[config.mk]
export PLATFORM = sky130hd
export DESIGN_NAME = cvj_regs
export DESIGN_NICKNAME = d
export VERILOG_FILES = /design/src/pkg/cvj_pkg.sv /design/src/rtl/cvj_regs.sv
export SDC_FILE = /design/constraint.sdc
export NUM_CORES = 1
export LEC_CHECK = 0
export BUFFER_PORTS_ARGS = -buffer_cell sky130_fd_sc_hd__buf_2
export CORE_MARGIN = 2
export CORE_UTILIZATION = 50
export CTS_CLUSTER_DIAMETER = 60
export DETAILED_ROUTE_END_ITERATION = 8
export PLACE_DENSITY = 0.74
export SLEW_MARGIN = 20
export SYNTH_ARGS = -nofsm -noshare
export SYNTH_HDL_FRONTEND = slang
export SYNTH_SLANG_ARGS = --single-unit
[constraint.sdc]
create_clock -name clk -period 1.8 [get_ports clk]
set_input_delay 0.18 -clock clk [delete_from_list [all_inputs] [get_ports clk]]
set_output_delay 0.18 -clock clk [all_outputs]
set_load 0.01 [all_outputs]
[src/pkg/cvj_pkg.sv]
// package with register map, field layout and reset values of the codec control bank
package cvj_pkg;
    // register port geometry
    localparam int          ADDR_W        = 7;
    localparam int          DATA_W        = 9;
    localparam int          ATT_W         = 8;
    localparam int          SMP_W         = 24;
    localparam int          GP_N          = 3;
    localparam int          SEL_W         = 2;
    localparam int          CUT_W         = 3;
    localparam int          MASK_W        = 4;

    // register addresses
    localparam logic [6:0]  OFS_JACK_CTL  = 7'h09;
    localparam logic [6:0]  OFS_DAC_L_VOL = 7'h0b;
    localparam logic [6:0]  OFS_DAC_R_VOL = 7'h0c;
    localparam logic [6:0]  OFS_JACK_OE   = 7'h0d;
    localparam logic [6:0]  OFS_ADC_CTL   = 7'h0e;
    localparam logic [6:0]  OFS_ADC_L_VOL = 7'h0f;
    localparam logic [6:0]  OFS_ADC_R_VOL = 7'h10;

    // volume registers: commit strobe on top, attenuation below
    localparam int          VOL_COMMIT    = 8;
    localparam int          VOL_ATT_LO    = 0;
    localparam int          VOL_ATT_HI    = 7;
    localparam logic [7:0]  ATT_RST       = 8'hff;
    localparam logic [7:0]  ATT_MUTE      = 8'h00;

    // jack control register fields
    localparam int          JCK_ON_BIT    = 6;
    localparam int          JCK_SEL_LO    = 4;
    localparam int          JCK_SEL_HI    = 5;
    localparam logic [1:0]  JCK_SEL_PIN1  = 2'h0;
    localparam logic [1:0]  JCK_SEL_PIN2  = 2'h1;
    localparam logic [1:0]  JCK_SEL_PIN3  = 2'h2;

    // jack driver mask register fields
    localparam int          JHI_LO        = 4;
    localparam int          JHI_HI        = 7;
    localparam int          JLO_LO        = 0;
    localparam int          JLO_HI        = 3;
    localparam int          DRV_HP        = 0;
    localparam int          DRV_SPK       = 1;
    localparam int          DRV_AUX2      = 2;
    localparam int          DRV_AUX1      = 3;
    localparam logic [3:0]  MASK_RST      = 4'h0;

    // adc control register fields
    localparam int          HPF_ON_BIT    = 8;
    localparam int          HPF_MODE_BIT  = 7;
    localparam int          HPF_CUT_LO    = 4;
    localparam int          HPF_CUT_HI    = 6;
    localparam int          ADC_OS_BIT    = 3;
    localparam int          ADC_RINV_BIT  = 1;
    localparam int          ADC_LINV_BIT  = 0;
    localparam logic [8:0]  ADC_CTL_RST   = 9'h100;

    // zero fill values and sample extremes
    localparam logic [8:0]  DATA_ZERO     = 9'h000;
    localparam logic [2:0]  CUT_ZERO      = 3'h0;
    localparam logic [2:0]  GP_ZERO       = 3'h0;
    localparam logic [23:0] SMP_ZERO      = 24'h000000;
    localparam logic [23:0] SMP_MIN       = 24'h800000;
    localparam logic [23:0] SMP_MAX       = 24'h7fffff;
endpackage

[src/rtl/cvj_regs.sv]
// codec control bank: volume sync, jack driven enables, adc path control
`timescale 1ns/1ns
`default_nettype none

module cvj_regs (
    // clock and reset
    input  wire logic                         clk,
    input  wire logic                         rst_b,
    // register port
    input  wire logic [cvj_pkg::ADDR_W-1:0]   reg_addr,
    input  wire logic [cvj_pkg::DATA_W-1:0]   reg_wdata,
    input  wire logic                         reg_wr,
    input  wire logic                         reg_rd,
    output var  logic [cvj_pkg::DATA_W-1:0]   reg_rdata,
    // jack detect pins and power management enables
    input  wire logic [cvj_pkg::GP_N-1:0]     gp_pin,
    input  wire logic [cvj_pkg::MASK_W-1:0]   pm_drv_en,
    // output driver enables
    output var  logic [cvj_pkg::MASK_W-1:0]   drv_en,
    // active volume settings
    output var  logic [cvj_pkg::ATT_W-1:0]    dac_l_attenuation,
    output var  logic [cvj_pkg::ATT_W-1:0]    dac_r_attenuation,
    output var  logic                         dac_l_mute,
    output var  logic                         dac_r_mute,
    output var  logic [cvj_pkg::ATT_W-1:0]    adc_l_attenuation,
    output var  logic [cvj_pkg::ATT_W-1:0]    adc_r_attenuation,
    // adc filter and rate control
    output var  logic                         hpf_first_order,
    output var  logic                         hpf_second_order,
    output var  logic [cvj_pkg::CUT_W-1:0]    highpass_cutoff_sel,
    output var  logic                         adc_oversample_sel,
    // adc sample path
    input  wire logic                         adc_in_valid,
    input  wire logic [cvj_pkg::SMP_W-1:0]    adc_l_in,
    input  wire logic [cvj_pkg::SMP_W-1:0]    adc_r_in,
    output var  logic                         adc_out_valid,
    output var  logic [cvj_pkg::SMP_W-1:0]    adc_l_out,
    output var  logic [cvj_pkg::SMP_W-1:0]    adc_r_out
);
    import cvj_pkg::*;

    typedef struct packed {
        logic [DATA_W-1:0] rdata;
        // volume shadows and active values
        logic [ATT_W-1:0]  dac_l_pend;
        logic [ATT_W-1:0]  dac_r_pend;
        logic [ATT_W-1:0]  dac_l_act;
        logic [ATT_W-1:0]  dac_r_act;
        logic [ATT_W-1:0]  adc_l_pend;
        logic [ATT_W-1:0]  adc_r_pend;
        logic [ATT_W-1:0]  adc_l_act;
        logic [ATT_W-1:0]  adc_r_act;
        logic              dac_l_mute;
        logic              dac_r_mute;
        // jack control
        logic              jack_feature_on;
        logic [SEL_W-1:0]  jack_pin_sel;
        logic [MASK_W-1:0] jack_high_driver_mask;
        logic [MASK_W-1:0] jack_low_driver_mask;
        logic [MASK_W-1:0] drv_en;
        // adc control
        logic              highpass_on;
        logic              highpass_mode_sel;
        logic [CUT_W-1:0]  highpass_cutoff_sel;
        logic              adc_oversample_sel;
        logic              adc_r_invert;
        logic              adc_l_invert;
        // derived filter controls
        logic              hpf_first;
        logic              hpf_second;
        logic [CUT_W-1:0]  cut_eff;
        // pin synchronisers and settled levels
        logic [GP_N-1:0]   gp_s1;
        logic [GP_N-1:0]   gp_s2;
        logic [GP_N-1:0]   gp_s3;
        logic [GP_N-1:0]   gp_lvl;
        // sample path
        logic              smp_valid;
        logic [SMP_W-1:0]  smp_l;
        logic [SMP_W-1:0]  smp_r;
    } cvj_state_t;

    cvj_state_t st_r;
    cvj_state_t st_nxt;

    // sign inversion saturating the most negative code
    // because that code has no positive twin in two's complement
    function automatic logic [SMP_W-1:0] cvj_neg(input logic [SMP_W-1:0] v);
        logic [SMP_W-1:0] r;
        r = SMP_ZERO - v;
        if (v == SMP_MIN) begin
            r = SMP_MAX;
        end
        return r;
    endfunction

    logic              wr_dac_l;
    logic              wr_dac_r;
    logic              wr_adc_l;
    logic              wr_adc_r;
    logic              commit;
    logic [ATT_W-1:0]  w_att;
    logic              jack_lvl;
    logic              jack_valid;
    logic [MASK_W-1:0] jack_en;

    // write decode
    assign wr_dac_l = reg_wr && (reg_addr == OFS_DAC_L_VOL);
    assign wr_dac_r = reg_wr && (reg_addr == OFS_DAC_R_VOL);
    assign wr_adc_l = reg_wr && (reg_addr == OFS_ADC_L_VOL);
    assign wr_adc_r = reg_wr && (reg_addr == OFS_ADC_R_VOL);
    // commit bit acts as a strobe during the write and is never stored
    assign commit   = reg_wdata[VOL_COMMIT];
    assign w_att    = reg_wdata[VOL_ATT_HI:VOL_ATT_LO];

    // next state
    always_comb begin
        st_nxt = st_r;
        // pin synchroniser chain; a level counts once stages two and three agree
        // stage one may be metastable, so only stage two ever reads it
        // and a one cycle glitch never reaches the jack logic
        st_nxt.gp_s1 = gp_pin;
        st_nxt.gp_s2 = st_r.gp_s1;
        st_nxt.gp_s3 = st_r.gp_s2;
        for (int i = 0; i < GP_N; i++) begin
            if (st_r.gp_s2[i] == st_r.gp_s3[i]) begin
                st_nxt.gp_lvl[i] = st_r.gp_s3[i];
            end
        end

        // dac volume pair: shadow on plain write, both apply on commit
        // a commit copies the other side's shadow as well, so left and
        // right step in the same cycle and never drift apart audibly
        if (wr_dac_l) begin
            st_nxt.dac_l_pend = w_att;
            if (commit) begin
                st_nxt.dac_l_act = w_att;
                st_nxt.dac_r_act = st_r.dac_r_pend;
            end
        end
        if (wr_dac_r) begin
            st_nxt.dac_r_pend = w_att;
            if (commit) begin
                st_nxt.dac_r_act = w_att;
                st_nxt.dac_l_act = st_r.dac_l_pend;
            end
        end
        // adc volume pair, same scheme
        if (wr_adc_l) begin
            st_nxt.adc_l_pend = w_att;
            if (commit) begin
                st_nxt.adc_l_act = w_att;
                st_nxt.adc_r_act = st_r.adc_r_pend;
            end
        end
        if (wr_adc_r) begin
            st_nxt.adc_r_pend = w_att;
            if (commit) begin
                st_nxt.adc_r_act = w_att;
                st_nxt.adc_l_act = st_r.adc_l_pend;
            end
        end
        // code zero is digital mute on the dac side
        st_nxt.dac_l_mute = (st_nxt.dac_l_act == ATT_MUTE);
        st_nxt.dac_r_mute = (st_nxt.dac_r_act == ATT_MUTE);

        // control registers
        if (reg_wr && (reg_addr == OFS_JACK_CTL)) begin
            st_nxt.jack_feature_on = reg_wdata[JCK_ON_BIT];
            st_nxt.jack_pin_sel    = reg_wdata[JCK_SEL_HI:JCK_SEL_LO];
        end
        if (reg_wr && (reg_addr == OFS_JACK_OE)) begin
            st_nxt.jack_high_driver_mask = reg_wdata[JHI_HI:JHI_LO];
            st_nxt.jack_low_driver_mask  = reg_wdata[JLO_HI:JLO_LO];
        end
        if (reg_wr && (reg_addr == OFS_ADC_CTL)) begin
            st_nxt.highpass_on         = reg_wdata[HPF_ON_BIT];
            st_nxt.highpass_mode_sel   = reg_wdata[HPF_MODE_BIT];
            st_nxt.highpass_cutoff_sel = reg_wdata[HPF_CUT_HI:HPF_CUT_LO];
            st_nxt.adc_oversample_sel  = reg_wdata[ADC_OS_BIT];
            st_nxt.adc_r_invert        = reg_wdata[ADC_RINV_BIT];
            st_nxt.adc_l_invert        = reg_wdata[ADC_LINV_BIT];
        end

        // filter structure: bypass, first order dc block or second order
        st_nxt.hpf_first  = st_r.highpass_on
                            && !st_r.highpass_mode_sel;
        st_nxt.hpf_second = st_r.highpass_on
                            && st_r.highpass_mode_sel;
        // cutoff only reaches the filter in second order mode
        st_nxt.cut_eff = CUT_ZERO;
        if (st_r.highpass_on && st_r.highpass_mode_sel) begin
            st_nxt.cut_eff = st_r.highpass_cutoff_sel;
        end

        // driver enables: jack selected mask ored with power management
        st_nxt.drv_en = pm_drv_en | jack_en;

        // sample path with per channel sign inversion
        st_nxt.smp_valid = adc_in_valid;
        // samples hold their last value between strobes
        if (adc_in_valid) begin
            st_nxt.smp_l = adc_l_in;
            st_nxt.smp_r = adc_r_in;
            if (st_r.adc_l_invert) begin
                st_nxt.smp_l = cvj_neg(adc_l_in);
            end
            if (st_r.adc_r_invert) begin
                st_nxt.smp_r = cvj_neg(adc_r_in);
            end
        end

        // read data stands only in the cycle after the read strobe
        st_nxt.rdata = DATA_ZERO;
        if (reg_rd) begin
            case (reg_addr)
                OFS_JACK_CTL: begin
                    st_nxt.rdata[JCK_ON_BIT]            = st_r.jack_feature_on;
                    st_nxt.rdata[JCK_SEL_HI:JCK_SEL_LO] = st_r.jack_pin_sel;
                end
                OFS_DAC_L_VOL: begin
                    st_nxt.rdata[VOL_ATT_HI:VOL_ATT_LO] = st_r.dac_l_pend;
                end
                OFS_DAC_R_VOL: begin
                    st_nxt.rdata[VOL_ATT_HI:VOL_ATT_LO] = st_r.dac_r_pend;
                end
                OFS_JACK_OE: begin
                    st_nxt.rdata[JHI_HI:JHI_LO] = st_r.jack_high_driver_mask;
                    st_nxt.rdata[JLO_HI:JLO_LO] = st_r.jack_low_driver_mask;
                end
                OFS_ADC_CTL: begin
                    st_nxt.rdata[HPF_ON_BIT]            = st_r.highpass_on;
                    st_nxt.rdata[HPF_MODE_BIT]          = st_r.highpass_mode_sel;
                    st_nxt.rdata[HPF_CUT_HI:HPF_CUT_LO] = st_r.highpass_cutoff_sel;
                    st_nxt.rdata[ADC_OS_BIT]            = st_r.adc_oversample_sel;
                    st_nxt.rdata[ADC_RINV_BIT]          = st_r.adc_r_invert;
                    st_nxt.rdata[ADC_LINV_BIT]          = st_r.adc_l_invert;
                end
                OFS_ADC_L_VOL: begin
                    st_nxt.rdata[VOL_ATT_HI:VOL_ATT_LO] = st_r.adc_l_pend;
                end
                OFS_ADC_R_VOL: begin
                    st_nxt.rdata[VOL_ATT_HI:VOL_ATT_LO] = st_r.adc_r_pend;
                end
                default: begin
                    st_nxt.rdata = DATA_ZERO;
                end
            endcase
        end
    end

    // jack detect pin selection and mask choice
    always_comb begin
        jack_lvl   = 1'b0;
        jack_valid = 1'b1;
        // level comes from the settled copy, never from the raw pin
        case (st_r.jack_pin_sel)
            JCK_SEL_PIN1: begin
                jack_lvl = st_r.gp_lvl[0];
            end
            JCK_SEL_PIN2: begin
                jack_lvl = st_r.gp_lvl[1];
            end
            JCK_SEL_PIN3: begin
                jack_lvl = st_r.gp_lvl[2];
            end
            default: begin
                jack_valid = 1'b0; // reserved code detects nothing
            end
        endcase
        jack_en = MASK_RST;
        if (st_r.jack_feature_on && jack_valid) begin
            if (jack_lvl) begin
                jack_en = st_r.jack_high_driver_mask;
            end else begin
                jack_en = st_r.jack_low_driver_mask;
            end
        end
    end

    // state register
    always_ff @(posedge clk or negedge rst_b) begin
        if (!rst_b) begin
            st_r                       <= '0;
            st_r.dac_l_pend            <= ATT_RST;
            st_r.dac_r_pend            <= ATT_RST;
            st_r.dac_l_act             <= ATT_RST;
            st_r.dac_r_act             <= ATT_RST;
            st_r.adc_l_pend            <= ATT_RST;
            st_r.adc_r_pend            <= ATT_RST;
            st_r.adc_l_act             <= ATT_RST;
            st_r.adc_r_act             <= ATT_RST;
            st_r.jack_high_driver_mask <= MASK_RST;
            st_r.jack_low_driver_mask  <= MASK_RST;
            st_r.highpass_on           <= ADC_CTL_RST[HPF_ON_BIT];
            st_r.adc_oversample_sel    <= ADC_CTL_RST[ADC_OS_BIT];
            // filter leaves reset enabled in first order mode
            st_r.hpf_first             <= ADC_CTL_RST[HPF_ON_BIT];
        end else begin
            st_r <= st_nxt;
        end
    end

    // outputs straight from the state register
    assign reg_rdata           = st_r.rdata;
    assign drv_en              = st_r.drv_en;
    // active volumes and mute flags
    assign dac_l_attenuation   = st_r.dac_l_act;
    assign dac_r_attenuation   = st_r.dac_r_act;
    assign dac_l_mute          = st_r.dac_l_mute;
    assign dac_r_mute          = st_r.dac_r_mute;
    assign adc_l_attenuation   = st_r.adc_l_act;
    assign adc_r_attenuation   = st_r.adc_r_act;
    // filter and rate controls
    assign hpf_first_order     = st_r.hpf_first;
    assign hpf_second_order    = st_r.hpf_second;
    assign highpass_cutoff_sel = st_r.cut_eff;
    assign adc_oversample_sel  = st_r.adc_oversample_sel;
    // sample path
    assign adc_out_valid       = st_r.smp_valid;
    assign adc_l_out           = st_r.smp_l;
    assign adc_r_out           = st_r.smp_r;
endmodule

`default_nettype wire

==> results_dict.tcl, run 1 <==
set metrics [dict create \
    outcome "finished, final reports clean" \
    setup_violations 0 \
    seq_area_frac_synth 0.488 \
    maxSlewHeadroom 0.713 \
    utilization 0.646 \
    vdd_drop_max_v 0.000753 \
    grt_max_degree 46 \
    setup_slack_ns 0.0306 \
    gp_congestion 0.888 \
    synth-edff-count 0 \
    crit_type "in -> reg" \
    antenna_found_initial 1 \
    gr-usage-all-layers 0.238 \
    start_util 0.513 \
    nets 1075 \
    wl_um 21500 \
    antenna_left 0 \
    grt_pass1_wl_um 34000 \
    hold_path.class "in -> reg" \
    yosysUniqueCellTypes 66 \
    clk_pin_slew_ns 0.06 \
    vias_per_cell 5.40 \
    cts_buffer_depth 2 \
    skew_ns 0.00932 \
    grt_overflow_total 0 \
    die_area_um2 18200 \
    tns_ns 0 \
    syn_inst 805 \
    h-tree-depth 4 \
    cts_setup_buffers 0 \
    grt_pass1_vias 6593 \
    power_density_nw_per_um2 882 \
    area_growth_pct 25.8 \
    final_max_slew_viol_count 0 \
    clk-insertion-delay-late_ns 0.43 \
    routedWlPerCell_um 17.5 \
    critPathSlowestCell "or4_4" \
    cts_buffers 17 \
    avgSynthCellArea_um2 10.7 \
    worstPathBufferInverterCount 3 \
    fmax_mhz 565 \
    cellLeakagePower_nw 4.79 \
    cts.sink_count 164 \
    cpPeakStageDelay_ns 0.57 \
    drc_errors 0 \
    syn_area_um2 8580 \
    final_layout_size_suffix_gt1_frac 0.501 \
    maxCapViolCount 0 \
    required_ns 2.16 \
    cp-end-kind "flop" \
    async_reset_ff_frac 1.00 \
    drt-initial-drc-count 354 \
    rows 47 \
    dp_hpwl_um 16100 \
    tightest_slew_ns 0.430 \
    dp_slack_ns -0.559 \
    period_share 0.983 \
    arrival_ns 2.13 \
    port_buffers 177 \
    synthFlopType "dfrtp_1" \
    syn_nets 883 \
    path_max_fanout 7 \
    rsz0062_at_grt "yes" \
    cts_tree "yes" \
    synth-seq-cells 164 \
    finalHoldViolCount 0 \
    start_kind "input pin" \
    cts-root-buf "clkbuf_16" \
    fin_crit_ns 1.77 \
    coreArea_um2 16700 \
    path_delay_family "simple AND/OR/NAND/NOR gates" \
    via_count 6650 \
    die_x_um 135 \
    die_h_um 135 \
    crit_chain "buf_12, inv_12, ha_4, or4b_4, or4_4, nor4_4, nor2_4, clkbuf_16, a21oi_2" \
    ioPinCount 178 \
    yosys_warnings 0 \
    drtPass1Iterations 5 \
]
==> registers in the layout, indices dropped and copies added, names as in the netlist, 3 cells and up, named ones only <==
name,cells
st_r,56
dac_r_attenuation,8
dac_l_attenuation,8
reg_rdata,9
adc_r_out,24
adc_l_attenuation,8
adc_l_out,24
highpass_cutoff_sel,3
drv_en,4
st_nxt,6
==> report_power, final <==
part           total (mW)  leakage (nW)  switching, mW  internal, mW
sequential           4.33          1.87          0.218          4.11
clock                3.60         0.282           1.63          1.97
combinational        1.58          2.64          0.833         0.747
==> worst register-to-register path: cells and delay by family (launching register included) <==
kind	cells	cell delay (ns)
AOI/OAI and AO/OA	2	0.45
and+or+nand+nor	3	0.71
DFF	1	0.38
==> repair_timing <==
action                                 4_1_cts  5_1_grt
pin swaps                                    2        0
cloned                                       0        1
hold buffers                                 9        1
endpoints found under the hold margin       33        1
gates resized for setup                      2        9
setup endpoints to repair                   24       11
==> metrics by stage <==
step	cell area, um^2	instances	hold slack, ns	power [mW]
CTS	10700	1228	0.0236	9.58
global route	10800	1231	0.0297	9.95
floorplan	8780	805	-0.116	5.41
finish	10800	1231	0.0376	9.51
detailed placement	10000	1187	0.136	5.94
global placement	10000	1187	0.134	5.89
==> per-layer routing <==
metal	vias to the layer above	track usage	part of all wire
met1	3230	0.326	0.45
met3	34	0.0484	0.050
met2	191	0.376	0.47
met5	-	0	0
met4	0	0.0885	0.026
li1	3195	-	-
==> placed cells by master (no fill, tap or decap), drive strengths merged, types with 3 or more instances in the layout <==
master / synthesis / routed
o32ai: 4 / 4
nor3: 5 / 5
dfstp: 66 / 66
and3: 7 / 7
nand2: 25 / 25
clkinvlp: 0 / 3
maj3: 3 / 3
or4b: 4 / 4
o31a: 4 / 4
nor4b: 7 / 7
a22o: 11 / 11
inv: 7 / 15
or3: 5 / 5
and2: 4 / 4
a22oi: 7 / 7
clkinv: 0 / 3
dlygate4sd3: 0 / 10
xnor2: 6 / 6
dfrtp: 98 / 98
mux2i: 10 / 10
buf: 105 / 303
mux2: 61 / 61
o22ai: 20 / 20
nand3: 19 / 19
o21ai: 19 / 19
a221oi: 5 / 5
nor4: 8 / 8
o21a: 5 / 5
or4: 7 / 7
clkbuf: 36 / 18
o41ai: 9 / 9
o21bai: 4 / 4
o31ai: 14 / 14
nor4bb: 4 / 4
xor2: 36 / 36
nor2b: 5 / 5
nor2: 79 / 79
a21oi: 65 / 65
o22a: 8 / 8
==> logic make-up after synthesis <==
group                    Yosys count  synth area share
AND/OR/NAND/NOR                  190             0.117
flip-flops                       164             0.488
buffers and inverters            148             0.110
AO/OA/AOI/OAI                    185             0.144
adder cells (fa/ha/maj)            5           0.00642
multiplexers                      71            0.0918
XOR/XNOR                          42            0.0429
==> cell type report <==
| class | count | area (um^2) |
|---|---|---|
| clock buffer | 17 | 425 |
| fill | 1335 | 5910 |
| sequential | 164 | 4190 |
| clock inverter | 15 | 166 |
| antenna | 1 | 2.50 |
| multi-input combinational | 493 | 3610 |
| inverter | 7 | 46.3 |
| tap | 220 | 275 |
| timing repair buffer | 314 | 2080 |
==> Yosys cell counts, drive strengths merged (2+ instances only) <==
cell type,number,area [um^2]
clkbuf,36,136
xnor2,6,52.6
nor2b,5,31.3
or3,5,31.3
o32ai,4,35.0
and2,4,25.0
buf,105,779
nor3b,2,15.0
nor4bb,4,40.0
dfstp,66,1730
o22ai,20,125
o31a,4,35.0
ha,2,25.0
o21bai,4,30.0
o211ai,2,15.0
a211oi,2,20.0
maj3,3,30.0
nor4b,7,73.8
a22oi,7,52.6
o21a,5,37.5
nor2,79,299
a22o,11,96.3
o21ai,19,95.1
nand4,2,12.5
a21oi,65,344
mux2,61,687
and3,7,43.8
nor4,8,65.1
mux2i,10,100
inv,7,26.3
o31ai,14,105
or4b,4,43.8
o22a,8,70.1
xor2,36,315
a31oi,2,12.5
o41ai,9,78.8
a221oi,5,43.8
nand2,25,93.8
nor3,5,25.0
dfrtp,98,2450
or4,7,56.3
nand3,19,95.1
==> worst paths after layout <==
path | start | to | cells after the start | slack (ns)
worst max-delay path | adc_r_in[1] | adc_r_out[2] | 9 | 0.03
worst min-delay path | reg_rd | reg_rdata[1] | 2 | 0.04
worst max register to register | st_r[141] | dac_r_mute | 5 | 0.15
worst min register to register | st_nxt[55] | st_nxt[52] | 0 | 0.35
max in group asynchronous | rst_b | asynchronous set/reset pin | 3 | 0.90
min in group asynchronous | rst_b | st_nxt[57] | 2 | 0.24
Power figures use the tool's default switching activity.
==> run 2, diff against run 1 <==
--- a/config.mk
+++ b/config.mk
@@ -11,7 +11,9 @@
 export CTS_CLUSTER_DIAMETER = 60
 export DETAILED_ROUTE_END_ITERATION = 8
 export PLACE_DENSITY = 0.74
+export REMOVE_ABC_BUFFERS = 1
 export SLEW_MARGIN = 20
 export SYNTH_ARGS = -nofsm -noshare
 export SYNTH_HDL_FRONTEND = slang
 export SYNTH_SLANG_ARGS = --single-unit
+export TNS_END_PERCENT = 1
==> results_dict.tcl, run 2 (same netlist as run 1, synthesis figures left out) <==
set metrics [dict create \
    cts_buffer_depth 2 \
    port_buffers 177 \
    hold_start "adc_l_in[23]" \
    nets 1078 \
    startpoint "adc_r_in[1]" \
    power_density_nw_per_um2 896 \
    highest_layer "met4" \
    power.total_mw 9.60 \
    cts_tree "yes" \
    clk_pin_slew_ns 0.06 \
    start_util 0.513 \
    outcome "complete, but fails checks" \
    area_growth_pct 24.9 \
    final_cell_mix "174 x buf_2, 125 x buf_4, 98 x dfrtp_1" \
    rows 47 \
    tns_ns -1.34 \
    gp_congestion 0.934 \
    critPathSlowestCell "or4_4" \
    coreArea_um2 16700 \
    layout_commonest_cell "buf_2" \
    n_antenna_cell 0 \
    die_area_um2 18200 \
    setup_violations 24 \
    cts-root-buf "clkbuf_16" \
    rsz0062_at_grt "yes" \
    grt_overflow_total 0 \
    final_max_slew_viol_count 0 \
    finalHoldViolCount 0 \
    gr-usage-all-layers 0.240 \
    cts.sink_count 164 \
    maxSlewHeadroom 0.676 \
    vdd_drop_max_v 0.000666 \
    grt_pass1_vias 6598 \
    start_kind "input pin" \
    arrival_ns 2.25 \
    cp-end-kind "flop" \
    grt_max_degree 60 \
    fin_crit_ns 1.90 \
    required_ns 2.15 \
    antenna_left 0 \
    wl_met3_um 1310 \
    fmax_mhz 527 \
    ioPinCount 178 \
    path_delay_family "simple AND/OR/NAND/NOR gates" \
    crit_chain "buf_8, inv_4, ha_4, or4b_4, or4_4, nor4_4, nor2_4, clkbuf_16, a21oi_2" \
    vias_per_cell 5.50 \
    period_share 1.05 \
    final_layout_size_suffix_gt1_frac 0.497 \
    setup_slack_ns -0.0963 \
    die_h_um 135 \
    drt-initial-drc-count 592 \
    wl_um 22000 \
    dp_hpwl_um 15900 \
    antenna_found_initial 0 \
    cpPeakStageDelay_ns 0.53 \
    largest_reg_flops 56 \
    drtPass1Iterations 5 \
    die_x_um 135 \
    hold_path.class "in -> reg" \
    tightest_slew_ns 0.482 \
    cellLeakagePower_nw 4.80 \
    clk-insertion-delay-late_ns 0.42 \
    grt_pass1_wl_um 34100 \
    h-tree-depth 4 \
    r2r_start "st_r[86]" \
    skew_ns 0.00886 \
    failed_checks "negative setup slack" \
    wl_met2_um 10700 \
    crit_type "in -> reg" \
    routedWlPerCell_um 17.9 \
    route.layer.met1.wl_um 9470 \
    regMostFlops "st_r" \
    via_count 6780 \
    worstPathBufferInverterCount 3 \
    cts_buffers 17 \
    maxCapViolCount 0 \
    path_max_fanout 9 \
    drc_errors 0 \
]
[run 2: changes by cell type in the layout (fill, tap and decap cells not counted), sizes merged]
| cell | previous run | this run |
|---|---|---|
| inv | 15 | 17 |
| bufinv | 1 | 2 |
| diode | 1 | 0 |
| buf | 303 | 308 |
| clkinvlp | 3 | 0 |
| dlygate4sd3 | 10 | 8 |
[run 2: area by class of cell]
type	count	area (um^2)
fill	1348	5990
inverter	7	31.3
multi-input combinational	493	3550
clock inverter	15	166
timing repair buffer	317	2070
sequential	164	4190
tap	220	275
clock buffer	17	425
[run 2: worst reg2reg max path, stage by stage (launching register included)]
cell	delay (ns)
dfrtp_1	0.42
mux2_2	0.28
a22o_1	0.21
a221oi_1	0.42
a21oi_1	0.13
[run 2: timing repair]
item,4_1_cts,5_1_grt
endpoints found under the hold margin,43,0
pin swaps,2,8
hold buffers,8,0
gates resized for setup,1,30
setup endpoints to repair,24,25
gates cloned,0,1
buffers inserted,1,2
[run 2: final timing paths]
check,endpoint,slack (ns),cells after the start
min in group asynchronous,adc_l_out[18],0.22,2
max in group asynchronous,adc_l_attenuation[4],0.88,3
setup reg to reg,reg_rdata[4],0.21,4
hold / removal,adc_l_out[23],0.01,2
setup / recovery,adc_r_out[1],-0.1,9
hold reg to reg,st_nxt[53],0.35,0
[run 2: layer usage]
metal,up-vias,track usage
met4,0,0.0810
met5,-,0
li1,3201,-
met2,242,0.387
met3,47,0.0559
met1,3290,0.320
[run 2: report_power, final]
group | switching [mW] | internal (mW) | leakage (nW)
clock network | 1.58 | 2.09 | 0.296
logic | 0.837 | 0.750 | 2.64
registers | 0.232 | 4.11 | 1.87
[run 2: through the flow]
step | util | instance area, um^2 | cells | hold WS [ns] | setup slack, ns
after floorplan | - | 7660 | 664 | -0.116 | -1.02
after global placement | 0.591 | 9870 | 1190 | 0.114 | -0.528
after detailed placement | 0.591 | 9870 | 1190 | 0.114 | -0.588
after CTS | 0.632 | 10600 | 1231 | 0.00528 | -0.0783
after global routing | 0.641 | 10700 | 1233 | 0.0134 | -0.128
final | 0.641 | 10700 | 1233 | 0.0141 | -0.0963
==> run 3, diff against run 2 <==
--- a/config.mk
+++ b/config.mk
@@ -5,14 +5,16 @@
 export SDC_FILE = /design/constraint.sdc
 export NUM_CORES = 1
 export LEC_CHECK = 0
+export ABC_AREA = 1
 export BUFFER_PORTS_ARGS = -buffer_cell sky130_fd_sc_hd__buf_2
 export CORE_MARGIN = 2
 export CORE_UTILIZATION = 50
 export CTS_CLUSTER_DIAMETER = 60
 export DETAILED_ROUTE_END_ITERATION = 8
-export PLACE_DENSITY = 0.74
+export GPL_TIMING_DRIVEN = 0
+export PLACE_DENSITY = 0.73
 export REMOVE_ABC_BUFFERS = 1
-export SLEW_MARGIN = 20
+export SLEW_MARGIN = 30
 export SYNTH_ARGS = -nofsm -noshare
 export SYNTH_HDL_FRONTEND = slang
 export SYNTH_SLANG_ARGS = --single-unit
==> results_dict.tcl, run 3 <==
set metrics [dict create \
    cellLeakagePower_nw 5.21 \
    worst-r2r-setup-slack_ns 0.16 \
    die_area_um2 19900 \
    vias_per_cell 5.15 \
    hold_slack_ns 0.0200 \
    nets 1384 \
    cp-end-kind "flop" \
    drt-initial-drc-count 633 \
    gp_congestion 0.907 \
    yosys-top-cells-count "300 x nand2_1, 167 x nor2_1, 130 x inv_1, 103 x o21ai_0, 101 x buf_4" \
    cts_buffer_depth 2 \
    critPathSlowestCell "dfrtp_4" \
    regMostFlops "st_r" \
    coreArea_um2 18600 \
    start_util 0.505 \
    ioPinCount 178 \
    final_max_slew_viol_count 0 \
    power.total_mw 9.39 \
    skew_ns 0.00984 \
    seq_area_frac_synth 0.446 \
    setup_slack_ns 0.162 \
    finalHoldViolCount 0 \
    n_antenna_cell 0 \
    outcome "finished, final reports clean" \
    crit_type "reg -> reg" \
    yosysUniqueCellTypes 37 \
    cts_buffers 17 \
    gr-usage-all-layers 0.232 \
    rsz0062_at_grt "no" \
    synth_top_area_share 0.261 \
    path_delay_family "simple AND/OR/NAND/NOR gates" \
    clk-insertion-delay-late_ns 0.43 \
    dp_slack_ns -0.850 \
    synth.most_common_cell "nand2_1" \
    yosys.area.top_type "dfrtp_1" \
    tightest_slew_ns 0.647 \
    largest_reg_flops 56 \
    avgSynthCellArea_um2 7.62 \
    antenna_left 0 \
    yosys_warnings 0 \
    drc_errors 0 \
    maxSlewHeadroom 0.566 \
    dp.cells 1512 \
    die_x_um 141 \
    fin_crit_ns 1.64 \
    clk_pin_slew_ns 0.07 \
    synth-seq-cells 164 \
    dp_hpwl_um 16400 \
    hold_path.class "in -> reg" \
    grt_pass1_wl_um 36700 \
    grt_overflow_total 0 \
    crit_chain "inv_8, nor4_1, nand2_1, nand2_4, inv_2, nand3_1, nand2_1" \
    final_layout_size_suffix_gt1_frac 0.243 \
    rows 50 \
    h-tree-depth 4 \
    routedWlPerCell_um 14.8 \
    syn_area_um2 9390 \
    period_share 0.910 \
    power_density_nw_per_um2 904 \
    grt_pass1_vias 7144 \
    cpPeakStageDelay_ns 0.61 \
    vdd_drop_max_v 0.000666 \
    synth-edff-count 0 \
    synthFlopType "dfrtp_1" \
    cts_tree "yes" \
    via_count 8005 \
    fmax_mhz 611 \
    worstPathBufferInverterCount 2 \
    required_ns 2.12 \
    cts.sink_count 164 \
    wl_um 22900 \
    start_kind "flop" \
    port_buffers 177 \
    maxCapViolCount 0 \
    fin_cells 1553 \
    syn_inst 1231 \
    crit_top_cell "nand2_1" \
    area_growth_pct 10.6 \
    path_max_fanout 25 \
    setup_violations 0 \
    antenna_found_initial 0 \
    async_reset_ff_frac 1.00 \
    arrival_ns 1.96 \
    drtPass1Iterations 5 \
    fillers 1749 \
    layout_commonest_cell "nand2_1" \
    yosys-top-cells-area "dfrtp_1 26%, dfstp_2 18%, nand2_1 12%, buf_4 8.1%, nor2_1 6.7%" \
    cts-root-buf "clkbuf_16" \
    final_cell_mix "300 x nand2_1, 175 x buf_2, 167 x nor2_1" \
    grt_max_degree 91 \
    die_h_um 141 \
]
-- run 3: logic make-up after synthesis --
logic type                 count (synthesis)  share of synthesized area
AOI/OAI and AO/OA                        166                     0.0932
xor gates and xnor gates                  25                     0.0233
adders and majority gates                  5                    0.00587
buffers and inverters                    272                      0.155
DFF                                      164                      0.446
and+or+nand+nor                          599                      0.277
-- run 3: area by class of cell --
type | instances | area, um^2 | area share
Clock buffer | 18 | 439 | 0.0423
Clock inverter | 14 | 144 | 0.0139
Inverter | 141 | 539 | 0.0520
Multi-Input combinational cell | 795 | 3760 | 0.362
Sequential cell | 164 | 4190 | 0.404
Tap cell | 234 | 293 | 0.0282
Timing Repair Buffer | 187 | 1020 | 0.0979
-- run 3: metal layers --
layer,track usage,share of wire
met1,0.343,0.47
met2,0.351,0.46
met3,0.0394,0.055
met4,0.0679,0.017
met5,0,0
-- run 3: tightest hold or removal path, cell delays in order --
cell and delay [ns]:
buf_2 0.13, nand2_1 0.06, o21ai_0 0.07
-- run 3: power breakdown --
part | total, mW | internal (mW) | switching (mW)
clock network | 3.62 | 1.99 | 1.63
logic | 1.45 | 0.534 | 0.919
registers | 4.32 | 4.11 | 0.203
total | 9.39 | 6.63 | 2.75
-- run 3: worst paths after layout --
path	from	to	cells past startpoint
max	st_r[66]	adc_l_out[23]	7
min	reg_wdata[7]	st_r[122]	3
max reg2reg	st_r[66]	adc_l_out[23]	7
min reg2reg	st_nxt[55]	st_nxt[52]	0
max in group asynchronous	rst_b	st_r[151]	3
min in group asynchronous	rst_b	adc_l_out[10]	2
-- run 3: through the flow --
stage	instance area, um^2	util	setup TNS (ns)
after floorplan	8460	-	-0.0251
after global routing	10400	0.559	0
after detailed placement	9680	0.521	-25.89
final	10400	0.559	0
after CTS	10400	0.558	0
after global placement	9640	0.519	-275.09
-- run 3: what timing repair did --
| item | CTS | global route |
|---|---|---|
| hold buffers | 9 | 0 |
| hold endpoints to repair | 80 | 0 |
| resized for setup | 7 | 3 |
| buffers inserted | 0 | 0 |
| endpoints found under the setup margin | 31 | 19 |
